## config.mk

```make
export PLATFORM = sky130hd
export DESIGN_NAME = dfhi_host_interface
export DESIGN_NICKNAME = d
export VERILOG_FILES = /design/src/dfhi_pkg.sv /design/src/dfhi_host_interface.sv
export SDC_FILE = /design/constraint.sdc
export NUM_CORES = 1
export LEC_CHECK = 0
export BUFFER_PORTS_ARGS = -buffer_cell sky130_fd_sc_hd__buf_4
export CAP_MARGIN = 20
export CORE_ASPECT_RATIO = 0.7
export CORE_MARGIN = 1.5
export CORE_UTILIZATION = 30
export DETAILED_ROUTE_END_ITERATION = 8
export PLACE_DENSITY = 0.53
export SYNTH_ARGS = -nofsm -noshare
export SYNTH_HDL_FRONTEND = slang
export SYNTH_SLANG_ARGS = --single-unit
export TNS_END_PERCENT = 100
```

## constraint.sdc

```tcl
create_clock -name mclk -period 2.8 [get_ports mclk]
set_clock_uncertainty 0.2 [all_clocks]
set_input_delay 0.28 -clock mclk [delete_from_list [all_inputs] [get_ports mclk]]
set_output_delay 0.28 -clock mclk [all_outputs]
set_load 0.01 [all_outputs]
```

## src/dfhi_pkg.sv

```systemverilog
package dfhi_pkg;

  localparam int unsigned DATA_W      = 8;     // host data path
  localparam int unsigned ADDR_W      = 16;    // generated address
  localparam int unsigned WORD_W      = 16;    // wide host bus word
  localparam int unsigned SYNC_W      = 7;     // synchronised control pins

  // positions of control pins in the synchroniser vector
  localparam int unsigned PIN_CE      = 0;
  localparam int unsigned PIN_IO_REQ  = 1;
  localparam int unsigned PIN_RD      = 2;
  localparam int unsigned PIN_WR      = 3;
  localparam int unsigned PIN_FETCH   = 4;
  localparam int unsigned PIN_PRIO    = 5;
  localparam int unsigned PIN_GRANT   = 6;

  // return-from-interrupt byte pair
  localparam logic [7:0] RETURN_BYTE0 = 8'hED;
  localparam logic [7:0] RETURN_BYTE1 = 8'h4D;

  // command bytes
  localparam logic [7:0] CMD_RESET_DISABLE_INT = 8'hF1;
  localparam logic [7:0] CMD_LOAD_VECTOR       = 8'hF2;
  localparam logic [7:0] CMD_LOAD_MATCH        = 8'hF3;
  localparam logic [7:0] CMD_LOAD_ADDRESS      = 8'hF4;
  localparam logic [7:0] CMD_ENABLE_INT        = 8'hF5;
  localparam logic [7:0] CMD_LANE_UPPER        = 8'hF6;
  localparam logic [7:0] CMD_LANE_LOWER        = 8'hF7;

  // reset values
  localparam logic [7:0]  VECTOR_RST  = 8'h00;
  localparam logic [7:0]  MATCH_RST   = 8'h00;
  localparam logic [15:0] ADDRESS_RST = 16'h0000;

  // status byte fields
  localparam int unsigned ST_PENDING  = 0;
  localparam int unsigned ST_SERVICE  = 1;
  localparam int unsigned ST_INT_EN   = 2;
  localparam int unsigned ST_MATCH    = 3;
  localparam int unsigned ST_LANE     = 4;
  localparam int unsigned ST_GRANTED  = 5;

  typedef enum logic [4:0] {
    ARG_NONE    = 5'b00001,
    ARG_VECTOR  = 5'b00010,
    ARG_MATCH   = 5'b00100,
    ARG_ADDR_LO = 5'b01000,
    ARG_ADDR_HI = 5'b10000
  } dfhi_arg_e;

endpackage : dfhi_pkg

```

## src/dfhi_host_interface.sv

```systemverilog
// Operation
// - controller uses 8-bit data, 16-bit addresses and full byte compares
// - on 16-bit buses matching compares one selected byte lane only
// - fetch marker, I/O request and priority-in active: drive vector byte while pending or in service
// - I/O request qualifies host accesses and signals own I/O cycles
// - fetched byte pair ED then 4D ends interrupt service
// - reset-and-disable-interrupts command ends interrupt state
// - status driven from second edge of held read access
`timescale 1ns/100ps
`default_nettype none

module dfhi_host_interface (
  input  wire logic        mclk,             // 250 MHz clock
  input  wire logic        nrst,             // async reset, active low
  input  wire logic        chip_enable_n,    // pin: chip enable
  input  wire logic        io_request_n_in,  // pin: I/O request, input side
  input  wire logic        read_n,           // pin: read strobe
  input  wire logic        write_n,          // pin: write strobe
  input  wire logic        fetch_marker_n,   // pin: instruction fetch marker
  input  wire logic        priority_in,      // pin: daisy chain in
  input  wire logic        bus_grant_n,      // pin: bus granted
  input  wire logic [7:0]  data_in,          // pin: data bus input
  input  wire logic        engine_bus_req,   // engine wants the bus
  input  wire logic        engine_io_cycle,  // engine runs an I/O cycle
  input  wire logic        irq_event,        // engine interrupt event
  input  wire logic        search_valid,     // search word valid
  input  wire logic [15:0] search_word,      // word from wide bus
  output logic [7:0]       data_out,         // data bus output
  output logic             data_oe,          // data bus enable
  output logic             io_request_n_out, // I/O request drive level
  output logic             io_request_oe,    // I/O request enable
  output logic             bus_request_n,    // bus request
  output logic             interrupt_n,      // interrupt request
  output logic             priority_out,     // daisy chain out
  output logic [15:0]      address_out,      // generated address
  output logic             match_found       // byte match pulse
);

  logic [dfhi_pkg::SYNC_W-1:0] pin_s1;
  logic [dfhi_pkg::SYNC_W-1:0] pin_s2;
  logic [7:0]                  data_s1;
  logic [7:0]                  data_s2;
  logic                        wr_prev;
  logic                        fetch_prev;
  logic                        rd_hold;
  logic                        return_half;
  logic                        pending;
  logic                        in_service;
  logic                        int_en;
  logic                        lane_upper;
  logic [7:0]                  vector;
  logic [7:0]                  match_byte;
  dfhi_pkg::dfhi_arg_e         arg;
  logic [7:0]                  status_byte;
  logic                        acc, wr_take, read_active, ack_active, fetch_take;
  logic                        return_done, cmd_reset, addr_load;
  logic [7:0]                  lane_byte;

  // two flops on every pin before use
  always_ff @(posedge mclk or negedge nrst) begin
    if (!nrst) begin
      pin_s1  <= 7'h7F;
      pin_s2  <= 7'h7F;
      data_s1 <= 8'h00;
      data_s2 <= 8'h00;
    end else begin
      pin_s1  <= {bus_grant_n, ~priority_in, fetch_marker_n, write_n, read_n,
                  io_request_n_in, chip_enable_n};
      pin_s2  <= pin_s1;
      data_s1 <= data_in;
      data_s2 <= data_s1;
    end
  end

  // all pin bits active low after the inversion of priority_in
  always_comb begin
    acc         = !pin_s2[dfhi_pkg::PIN_CE] && !pin_s2[dfhi_pkg::PIN_IO_REQ];
    wr_take     = acc && !pin_s2[dfhi_pkg::PIN_WR] && wr_prev;
    read_active = acc && !pin_s2[dfhi_pkg::PIN_RD] && pin_s2[dfhi_pkg::PIN_FETCH];
    ack_active  = !pin_s2[dfhi_pkg::PIN_FETCH] && !pin_s2[dfhi_pkg::PIN_IO_REQ]
                  && !pin_s2[dfhi_pkg::PIN_PRIO];
    fetch_take  = !pin_s2[dfhi_pkg::PIN_FETCH] && pin_s2[dfhi_pkg::PIN_IO_REQ] && fetch_prev;
    return_done = fetch_take && return_half && (data_s2 == dfhi_pkg::RETURN_BYTE1);
    cmd_reset   = wr_take && (arg == dfhi_pkg::ARG_NONE)
                  && (data_s2 == dfhi_pkg::CMD_RESET_DISABLE_INT);
    addr_load   = wr_take && ((arg == dfhi_pkg::ARG_ADDR_LO) || (arg == dfhi_pkg::ARG_ADDR_HI));
    lane_byte   = lane_upper ? search_word[15:8] : search_word[7:0];
    status_byte = 8'h00;
    status_byte[dfhi_pkg::ST_PENDING] = pending;
    status_byte[dfhi_pkg::ST_SERVICE] = in_service;
    status_byte[dfhi_pkg::ST_INT_EN]  = int_en;
    status_byte[dfhi_pkg::ST_MATCH]   = match_found;
    status_byte[dfhi_pkg::ST_LANE]    = lane_upper;
    status_byte[dfhi_pkg::ST_GRANTED] = !pin_s2[dfhi_pkg::PIN_GRANT];
  end

  // edge history of the sampled strobes
  always_ff @(posedge mclk or negedge nrst) begin
    if (!nrst) begin
      wr_prev    <= 1'b1;
      fetch_prev <= 1'b1;
      rd_hold    <= 1'b0;
    end else begin
      wr_prev    <= pin_s2[dfhi_pkg::PIN_WR] || !acc;
      fetch_prev <= pin_s2[dfhi_pkg::PIN_FETCH];
      rd_hold    <= read_active;
    end
  end

  // command decoder with argument bytes
  always_ff @(posedge mclk or negedge nrst) begin
    if (!nrst) begin
      arg        <= dfhi_pkg::ARG_NONE;
      vector     <= dfhi_pkg::VECTOR_RST;
      match_byte <= dfhi_pkg::MATCH_RST;
      lane_upper <= 1'b0;
    end else if (wr_take) begin
      case (arg)
        dfhi_pkg::ARG_NONE: begin
          case (data_s2)
            dfhi_pkg::CMD_LOAD_VECTOR:  arg <= dfhi_pkg::ARG_VECTOR;
            dfhi_pkg::CMD_LOAD_MATCH:   arg <= dfhi_pkg::ARG_MATCH;
            dfhi_pkg::CMD_LOAD_ADDRESS: arg <= dfhi_pkg::ARG_ADDR_LO;
            dfhi_pkg::CMD_LANE_UPPER:   lane_upper <= 1'b1;
            dfhi_pkg::CMD_LANE_LOWER:   lane_upper <= 1'b0;
            default:                    arg <= dfhi_pkg::ARG_NONE;
          endcase
        end
        dfhi_pkg::ARG_VECTOR: begin
          vector <= data_s2;
          arg    <= dfhi_pkg::ARG_NONE;
        end
        dfhi_pkg::ARG_MATCH: begin
          match_byte <= data_s2;
          arg        <= dfhi_pkg::ARG_NONE;
        end
        dfhi_pkg::ARG_ADDR_LO: arg <= dfhi_pkg::ARG_ADDR_HI;
        default:               arg <= dfhi_pkg::ARG_NONE;
      endcase
    end
  end

  // 16-bit address counter and byte compare
  always_ff @(posedge mclk or negedge nrst) begin
    if (!nrst) begin
      address_out <= dfhi_pkg::ADDRESS_RST;
      match_found <= 1'b0;
    end else begin
      if (addr_load && arg == dfhi_pkg::ARG_ADDR_LO) begin
        address_out[7:0] <= data_s2;
      end else if (addr_load) begin
        address_out[15:8] <= data_s2;
      end else if (search_valid) begin
        address_out <= address_out + 16'h0001;
      end
      match_found <= search_valid && (lane_byte == match_byte);
    end
  end

  // interrupt state; a new event wins over the acknowledge clear
  always_ff @(posedge mclk or negedge nrst) begin
    if (!nrst) begin
      pending     <= 1'b0;
      in_service  <= 1'b0;
      int_en      <= 1'b0;
      return_half <= 1'b0;
    end else begin
      if (cmd_reset) begin
        int_en <= 1'b0;
      end else if (wr_take && arg == dfhi_pkg::ARG_NONE
                   && data_s2 == dfhi_pkg::CMD_ENABLE_INT) begin
        int_en <= 1'b1;
      end
      if (cmd_reset) begin
        pending <= 1'b0;
      end else if (irq_event && int_en) begin
        pending <= 1'b1;
      end else if (ack_active) begin
        pending <= 1'b0;
      end
      if (ack_active && pending) begin
        in_service <= 1'b1;
      end else if (cmd_reset || return_done) begin
        in_service <= 1'b0;
      end
      if (fetch_take) begin
        return_half <= (data_s2 == dfhi_pkg::RETURN_BYTE0);
      end
    end
  end

  // pin drivers
  always_ff @(posedge mclk or negedge nrst) begin
    if (!nrst) begin
      data_out         <= 8'h00;
      data_oe          <= 1'b0;
      io_request_n_out <= 1'b1;
      io_request_oe    <= 1'b0;
      bus_request_n    <= 1'b1;
      interrupt_n      <= 1'b1;
      priority_out     <= 1'b0;
    end else begin
      data_oe          <= (ack_active && (pending || in_service)) || (read_active && rd_hold);
      data_out         <= ack_active ? vector : status_byte;
      io_request_oe    <= !pin_s2[dfhi_pkg::PIN_GRANT] && engine_io_cycle;
      io_request_n_out <= !engine_io_cycle;
      bus_request_n    <= !engine_bus_req;
      interrupt_n      <= !pending;
      priority_out     <= !pin_s2[dfhi_pkg::PIN_PRIO] && !pending && !in_service;
    end
  end
endmodule : dfhi_host_interface

`default_nettype wire

```

Yosys cells after proc, flatten, opt, wreduce, memory -nomap -nowiden
Cells that the tools add are included.

cells by class
  $add $sub $neg = 1
  equality and inequality tests = 17
  multiplexer cells = 16
  bitwise gates (word level) = 2
  reduce and logical (&&, ||, !) cells = 54

operator list
  kind                   number
  $eq 8x8->1 const B     8
  $mux 8                 5
  $logic_and 1x1->1      24
  $pmux 5 s4             1
  $add 16x1->16 const B  1
  $mux 16                1
  $logic_not 1->1        12
  $pmux 5 s2             1
  $reduce_and 2->1       5
  $reduce_bool 2->1      5
  $eq 8x7->1 const B     1
  $eq 8x8->1             1
  $mux 1                 7
  $eq 5x1->1 const B     1
  $eq 5x2->1 const B     1
  $eq 5x3->1 const B     1
  $eq 5x4->1 const B     1
  $eq 5x5->1 const B     1
  $logic_or 1x1->1       5
  $reduce_and 3->1       1
  $reduce_bool 3->1      1
  $ne 2x1->1 const B     1
  $ne 2x2->1 const B     1
  $not 1->1              2
  other kinds (2)        2

storage, ports and cells
  register bits after elaboration = 90
  output and inout bits = 31
  word-level logic and storage cells = 115

Longest topological paths before layout
Gate-level depths: netlist (run 1).

  depth in word-level cells = 9
  gate-level depth with buffers = 7

Worst setup path before layout (run 1)
No wires, ideal clock.

  path type = register to register
  start = register wr_prev
  end = register address_out[13]
  library setup time = 0.131 ns
  arrival time = 2.057 ns
  setup slack = 0.412 ns
  stages on the path, launching flop included = 8
  buffers on the path = 2
  cell sequence = dfstp_2 or4b_1 buf_2 or4b_4 buf_6 and3_4 o21ai_1 o211ai_1

between the ends
  cells in the longest elaborated chain, start to end = 5
  elaborated cells on any way between the ends = 7

ends and longest elaborated chain
  element                     RTL line                    source
  start, declared             dfhi_host_interface.sv:43   logic wr_prev;
  start signal, assigned      dfhi_host_interface.sv:104  wr_prev <= pin_s2[dfhi_pkg::PIN_WR] || !acc;
  $logic_and 1x1->1 (*)       dfhi_host_interface.sv:78   wr_take = acc && !pin_s2[dfhi_pkg::PIN_WR] && wr_prev;
  $logic_and 1x1->1 (*)       dfhi_host_interface.sv:86   addr_load = wr_take && ((arg == dfhi_pkg::ARG_ADDR_LO) || (arg == dfhi_pkg::ARG_ADDR_HI));
  $logic_and 1x1->1           dfhi_host_interface.sv:149  if (addr_load && arg == dfhi_pkg::ARG_ADDR_LO) begin
  $not 1->1 (no line)         --
  $reduce_and 2->1 (no line)  --
  end signal, assigned        dfhi_host_interface.sv:146  address_out <= dfhi_pkg::ADDRESS_RST;
  end signal, assigned        dfhi_host_interface.sv:152  address_out[15:8] <= data_s2;
  end signal, assigned        dfhi_host_interface.sv:154  address_out <= address_out + 16'h0001;
  end, declared               dfhi_host_interface.sv:35   output logic [15:0] address_out,

Every way passes the cells marked *; elsewhere a longest branch is shown, timed or not.
A chain may end at the register's enable or synchronous reset.

Worst setup path in the final report (run 1)
Same ends and word-level chain as after synthesis.

==> flow_results.org, run 1 <==
** Status
- Run status :: complete, no violations

** Clocking
- Deepest clock path buffer count :: 2
- In this run, post-CTS repair resized a total of 0 instances.
- Clock slew seen by the registers of the worst setup and hold paths :: 0.07 ns
- Counting the buffers created by CTS gives 9.
- CTS saw 90 sinks.
- Library cell used as clock root buffer :: clkbuf_16
- H-tree Lvls :: 3
- TritonCTS built the clock tree.
- At the later pin of the worst-skew pair, clock insertion delay measures 0.34 ns.

** Synthesis
- Of the synthesized area, sequential elements account for 61.90%.
- Netlist area before placement :: 3679 um2
- Distinct cell type count after synthesis :: 48
- After technology mapping, the gate count stands at 310.
- Average cell area after synthesis :: 11.87 um2
- Post-Syn Nets :: 348
- Yosys warns :: 0
- In this run, synthesis produced a sequential element count of 90.

** GRT
- Global route total overflow :: 0
- Global routing used 14.13% of the available tracks across all layers.
- Vias in the first global route :: 2611
- Wire length of the first global-routing pass :: 13610 um
- Largest net degree at the start of global routing :: 69
- The initial antenna violation count was 0.

** Setup path
- Register-to-register setup slack :: 0.25 ns
- CP Class :: flop to flop
- Maximum fanout along the worst path :: 12
- The worst setup path is launched from a flop.
- CP arrival :: 2.57 ns
- Data required time of the critical path :: 2.81 ns
- Type of element capturing the critical path :: flop

** Timing
- Final-report max-slew violation count :: 0
- The clock period could shrink to 2.554 ns.
- Worst Tran Pin Value :: 0.8313 ns
- Setup TNS after final layout :: 0 ns
- Setup violations remaining at the end of the flow were counted as 0.
- Timing would allow up to 0.3915 GHz.
- Headroom to the max-slew limit came out at 44.58%.
- The final-report hold violation count came to 0.
- RSZ-0062 raised after global routing :: false
- Final critical-path share of the clock period :: 91.23%

** Placement
- Placer's final routability congestion estimate :: 0.8177
- DPL Wire Length :: 5831 um
- Input and output buffers added on the ports amount to 67.

** Power and ir drop
- Internal Dissipation :: 2293 uW
- IR analysis of the VDD net gives a maximum drop of 0.2966 mV.
- The clock network accounts for 38.9% of the total power.
- Power per unit of standard cell area :: 634.9 nW/um2
- Of the total power, the share spent switching nets is 25.57%.
- Combinational logic burns 12.4% of the power.
- The analysis attributes to net switching a power of 788.0 uW.
- Leakage :: 0.002136 uW
- Sequential cells account for 48.7% of the total power.

** Detailed routing
- Detailed routing inserted a total of 2595 vias.
- Iteration-0 DRC Markers :: 195
- Final Routed Wirelength :: 8272 um
- In the routed layout, each cell is associated on average with a via count of 4.626.
- Antenna Violating Nets Remaining :: 0
- After detailed routing, the average wire length per cell comes to 14.75 um.
- Pre-antenna DRT Iters :: 4
- Post-detailed-route DRC marker count :: 0

** Cells and area
- Most common cell after layout, fill and taps aside :: buf_4
- Area added between synthesis and finish :: 31.94%
- Count of inserted antenna diode cells :: 0
- The library cells used most frequently in the layout, excluding fill and tap cells, are buf_4 (74), dfrtp_1 (70), nand2_1 (25).
- Final-stage net count :: 437
- Final core utilization :: 41.10%
- Share of final-layout standard cells stronger than drive strength 1 :: 32.67%

** Die
- In this run the horizontal extent of the chip is 135.4 um.
- The region available for standard cell placement spans 11810 um2.
- The initial utilization of the core area, before any placement, comes to 31.15%.
- In this run the count of I/O pins placed on the die edge is 68.
- Total Die Area :: 12950 um2
- The die is 95.65 um tall.
- In this run the core area contains 33 standard-cell rows.

** Job
- The tool flagged a number of max-cap violations equal to 0.

** Min path
- Path class of the lowest-slack min-delay path :: primary input to flop
[registers in the layout, indices dropped and copies added (netlist names), 5 cells and up]
signal       count
vector           8
data_s1          8
pin_s1           7
match_byte       8
address_out     16
arg              5
data_s2          8
pin_s2           7
data_out         8
[through the flow]
| step | setup WS, ns | area [um2] | instances | power, uW | hold slack, ns |
|---|---|---|---|---|---|
| floorplan | 0.4120 | 3679 | 310 | 1669 | -0.2156 |
| global placement | 0.2841 | 4362 | 526 | 1880 | 0.1383 |
| detailed placement | 0.2521 | 4362 | 526 | 1889 | 0.1355 |
| CTS | 0.2453 | 4853 | 561 | 3133 | 0.04311 |
| global route | 0.09637 | 4853 | 561 | 3257 | 0.06209 |
| finish | 0.2456 | 4853 | 561 | 3081 | 0.05440 |
[worst paths after layout]
path	cells past startpoint	from	endpoint
max	5	wr_prev	address_out[13]
min	3	search_valid	match_found
max reg2reg	5	wr_prev	address_out[13]
min reg2reg	0	data_s1[3]	data_s2[3]
max in group asynchronous	3	nrst	address_out[12]
min in group asynchronous	2	nrst	data_s2[1]
[cell usage after synthesis (all sizes together)]
library cell,count,share of area [%]
o21ai,22,3.0
a22o,2,0.48
nor4,7,1.6
or3,6,1.0
ha,1,0.34
o22a,2,0.48
nand4b,2,0.48
a21o,2,0.41
dfstp,20,14
xnor2,10,2.4
nand4bb,1,0.31
nand4,3,0.51
or4,1,0.20
and3,2,0.48
nor3,8,1.1
o22ai,2,0.34
or4b,3,0.92
or2,2,0.34
a21oi,18,2.4
o32a,1,0.27
mux2i,9,2.4
buf,4,0.71
clkbuf,11,1.2
nor2,15,1.5
a2bb2oi,1,0.24
o211ai,1,0.20
nand2,25,2.6
nor3b,1,0.20
a221o,2,0.54
nor4b,2,0.48
nand3,12,1.8
inv,11,1.1
and2,2,0.34
dfrtp,70,48
nand3b,4,0.82
mux2,15,4.6
o31ai,2,0.41
o41ai,2,0.48
xor2,4,0.95
o32ai,2,0.48
[layout make-up]
| type | instances | area [um2] |
|---|---|---|
| clock buffers | 9 | 225.2 |
| flip-flops and latches | 90 | 2277 |
| repair buffers | 93 | 745.7 |
| inverters | 11 | 41.29 |
| well taps | 157 | 196.4 |
| fillers | 1180 | 6955 |
| clock inverters | 7 | 76.32 |
| multi-input cells | 194 | 1291 |
[layer usage]
metal | GRT usage, % | part of all wire [%] | vias to the layer above
met4 | 5.824 | 1.9 | 0
met3 | 4.200 | 5.5 | 15
met1 | 20.32 | 52 | 1233
met2 | 19.69 | 41 | 65
li1 | - | - | 1282
met5 | 0 | 0 | -
[kinds of logic after synthesis]
family | synth area share (%)
buffers and inverters | 2.993
xor gates and xnor gates | 3.333
adders and majority gates | 0.3401
DFF | 61.90
AOI/OAI and AO/OA | 9.762
and+or+nand+nor | 14.63
muxes | 7.041
[power by group through the flow]
stage          combinational (uW)  sequential [uW]  clock, uW
2_1_floorplan                 161             1510          0
3_3_place_gp                  361             1520          0
3_5_place_dp                  367             1520          0
4_1_cts                       390             1500       1240
5_1_grt                       432             1520       1310
6_report                      383             1500       1200
[repair_timing]
action                                  4_1_cts  5_1_grt
hold buffers                                 19        0
hold endpoints to repair                     65        0
buffers inserted                              0        0
endpoints found under the setup margin        0        0
[critical path: stages (launching register included)]
cell and delay [ns]:
dfstp_2 0.51, or4b_1 0.63, or4b_4 0.65, and3_4 0.20, o21ai_1 0.14, o211ai_1 0.10
Note: power is estimated with default switching activity, not from simulation.
==> inputs of run 2 (changes only) <==
--- a/config.mk
+++ b/config.mk
@@ -11,8 +11,7 @@
 export CORE_MARGIN = 1.5
 export CORE_UTILIZATION = 30
 export DETAILED_ROUTE_END_ITERATION = 8
-export PLACE_DENSITY = 0.53
+export PLACE_DENSITY_LB_ADDON = 0.05
 export SYNTH_ARGS = -nofsm -noshare
 export SYNTH_HDL_FRONTEND = slang
 export SYNTH_SLANG_ARGS = --single-unit
-export TNS_END_PERCENT = 100
==> run 2 against run 1 <==
Compared with the run above: global-route usage rose by 0.70 points; first-iteration DRC count fell by 30%; wire length rose by 7.1%; cell area rose by 0.39%; highest routed layer unchanged; utilization rose by 0.16 points; register-to-register slack improved by 0.03 ns; critical path type unchanged; clock power barely moved.
==> flow_results.org, run 2 (synthesis gave the netlist of run 1 again) <==
** Status
- Run status :: complete, no violations

** Clocking
- Clock slew seen by the registers of the worst setup and hold paths :: 0.07 ns
- Clock tree from TritonCTS :: done
- For the worst-skew pair, the clock arrives at the later sink with an insertion delay of 0.34 ns.
- Deepest clock path buffer count :: 2
- Clock tree sinks :: 90
- CTS Buf Count :: 9
- The number of gates resized after CTS was 0.
- After clock tree synthesis, the setup repair step added 0 buffers.
- The clock tree synthesis step divided the H-tree into 3 levels.
- The root buffer cell chosen for the clock tree is clkbuf_16.

** Cells and area
- Area added between synthesis and finish :: 32.45%
- Number of flip-flops under the largest register name :: 16
- Share of final-layout standard cells stronger than drive strength 1 :: 33.09%
- 0 antenna diodes ended up in the layout.
- The top cell types in the final layout, fill and taps aside, are buf_4 (75), dfrtp_1 (70), nand2_1 (25).
- Final-stage net count :: 438
- address_out holds more flip-flops than any other register.
- Across the whole layout, storage elements account for 2277 um2.
- Most common cell after layout, fill and taps aside :: buf_4
- Count of filler cells inserted in the layout :: 1168
- Footprint of the multi-input gates :: 1291 um2

** Power and ir drop
- In this run the static leakage power is 0.002148 uW.
- The worst-case IR drop observed on VDD is 0.2635 mV.
- Power spread over the standard cell area amounts to 636.1 nW/um2.

** Die
- 68 I/O pins were placed.
- From left edge to right edge, the die measures 135.4 um.
- Effective utilization at floorplan :: 31.15%
- The initialized floorplan defines 33 standard-cell rows.
- Die Height :: 95.65 um
- The floorplan step defined a die boundary enclosing 12950 um2.
- The core region is 11810 um2.

** Detailed routing
- After detailed routing, the number of remaining DRC violations is 0.
- Across all layers, the routed design uses 2663 vias.
- Pre-antenna DRT Iters :: 4
- In this run, the number of DRC markers left after iteration 0 of detailed routing was 136.
- Final Routed Wirelength :: 8859 um
- Antenna Violating Nets Remaining :: 0
- Dividing the detail-routed wire length by the instance count gives 15.76 um.
- Via density per instance :: 4.738

** GRT
- For this run the aggregate overflow at the end of global routing stands at 0.
- The number of global-route vias before repair was 2669.
- Largest net degree at the start of global routing :: 39
- GRT Total Usage :: 14.83%
- Wire length of the first global-routing pass :: 14280 um
- The initial antenna violation count came to 0.

** Timing
- Hold timing on the final database bottoms out at a slack of 0.01937 ns.
- Setup TNS after final layout :: 0 ns
- Based on the critical path, the design can be clocked at up to 0.3961 GHz.
- Worst Tran Pin Value :: 0.5349 ns
- RSZ-0062 raised after global routing :: false
- Final count of hold timing violations :: 0
- Clock period minus worst slack :: 2.525 ns
- The worst path uses 90.17% of the clock period.
- The total count of max-transition violations in the final report is 0.
- Relative slew slack :: 64.34%
- Final setup violating endpoints :: 0
- Final critical-path setup slack :: 0.2753 ns

** Setup path
- Crit path launch type :: flop
- Among all stages on the critical path, the largest delay is contributed by or3_1.
- At the worst endpoint, the required time is 2.82 ns.
- CP arrival :: 2.54 ns
- Traced cell by cell, the critical path runs through or4b_1 -> buf_4 -> or3_1 -> nand3_1 -> nand2_1 -> a221o_1.
- CP Class :: flop to flop
- Maximum fanout along the worst path :: 16
- Type of element capturing the critical path :: flop
- Delay of the slowest cell on the worst path :: 0.56 ns

** Placement
- Post-placement setup slack :: 0.2938 ns
- After legalization and detailed placement, the total HPWL measured 6167 um.
- During placement, the flow inserted port buffers numbering 67.
- Routability-driven placement finished with a final weighted congestion of 0.7993.

** Job
- Max Cap Viol :: 0

** Min path
- The min-delay analysis places its worst path in the category primary input to flop.
run 2: path summary, 6_finish.rpt:
path	cells after the start	endpoint	start	slack, ns
worst min register to register	0	data_s2[4]	data_s1[4]	0.15
min in group asynchronous	2	io_request_oe	nrst	0.27
max in group asynchronous	3	address_out[8]	nrst	1.43
worst max-delay path	6	address_out[5]	wr_prev	0.28
worst min-delay path	3	pending	irq_event	0.02
worst max register to register	6	address_out[5]	wr_prev	0.28
run 2: where the power goes:
group | switching (uW) | internal (uW)
combinational | 182 | 203
clock | 503 | 716
sequential | 101 | 1390
total | 786 | 2310
run 2: critical path: cells and delay by family (launching register included):
| kind | cells | cell delay (ns) |
|---|---|---|
| simple gates | 4 | 1.19 |
| flops | 1 | 0.51 |
| buf+inv | 1 | 0.21 |
| compound gates | 1 | 0.29 |
run 2: through the flow:
stage                     utilization, %  power (uW)  instances  instance area (um2)
after floorplan                        -        1669        310                 3679
after global placement             37.17        1885        528                 4389
after detailed placement           37.17        1889        528                 4389
after CTS                          41.26        3152        562                 4872
after global routing               41.26        3251        562                 4872
final                              41.26        3099        562                 4872
run 2: area by class of cell:
class / instances / share of cell area [%]
clock inverters: 6 / 1.310
well taps: 157 / 4.032
multi-input cells: 194 / 26.50
inverters: 11 / 0.8475
repair buffers: 94 / 15.67
flip-flops and latches: 90 / 46.74
clock buffers: 10 / 4.905
run 2: metal layers:
metal	share of wire, %	wire, um	global-route usage, %
met4	1.3	112	4.928
met1	52	4574	21.51
met3	5.7	501	4.413
met2	41	3670	20.96
met5	0	0	0
run 2: repair_timing:
action	CTS	global route
endpoints found under the hold margin	47	0
endpoints found under the setup margin	0	0
hold buffers	18	0
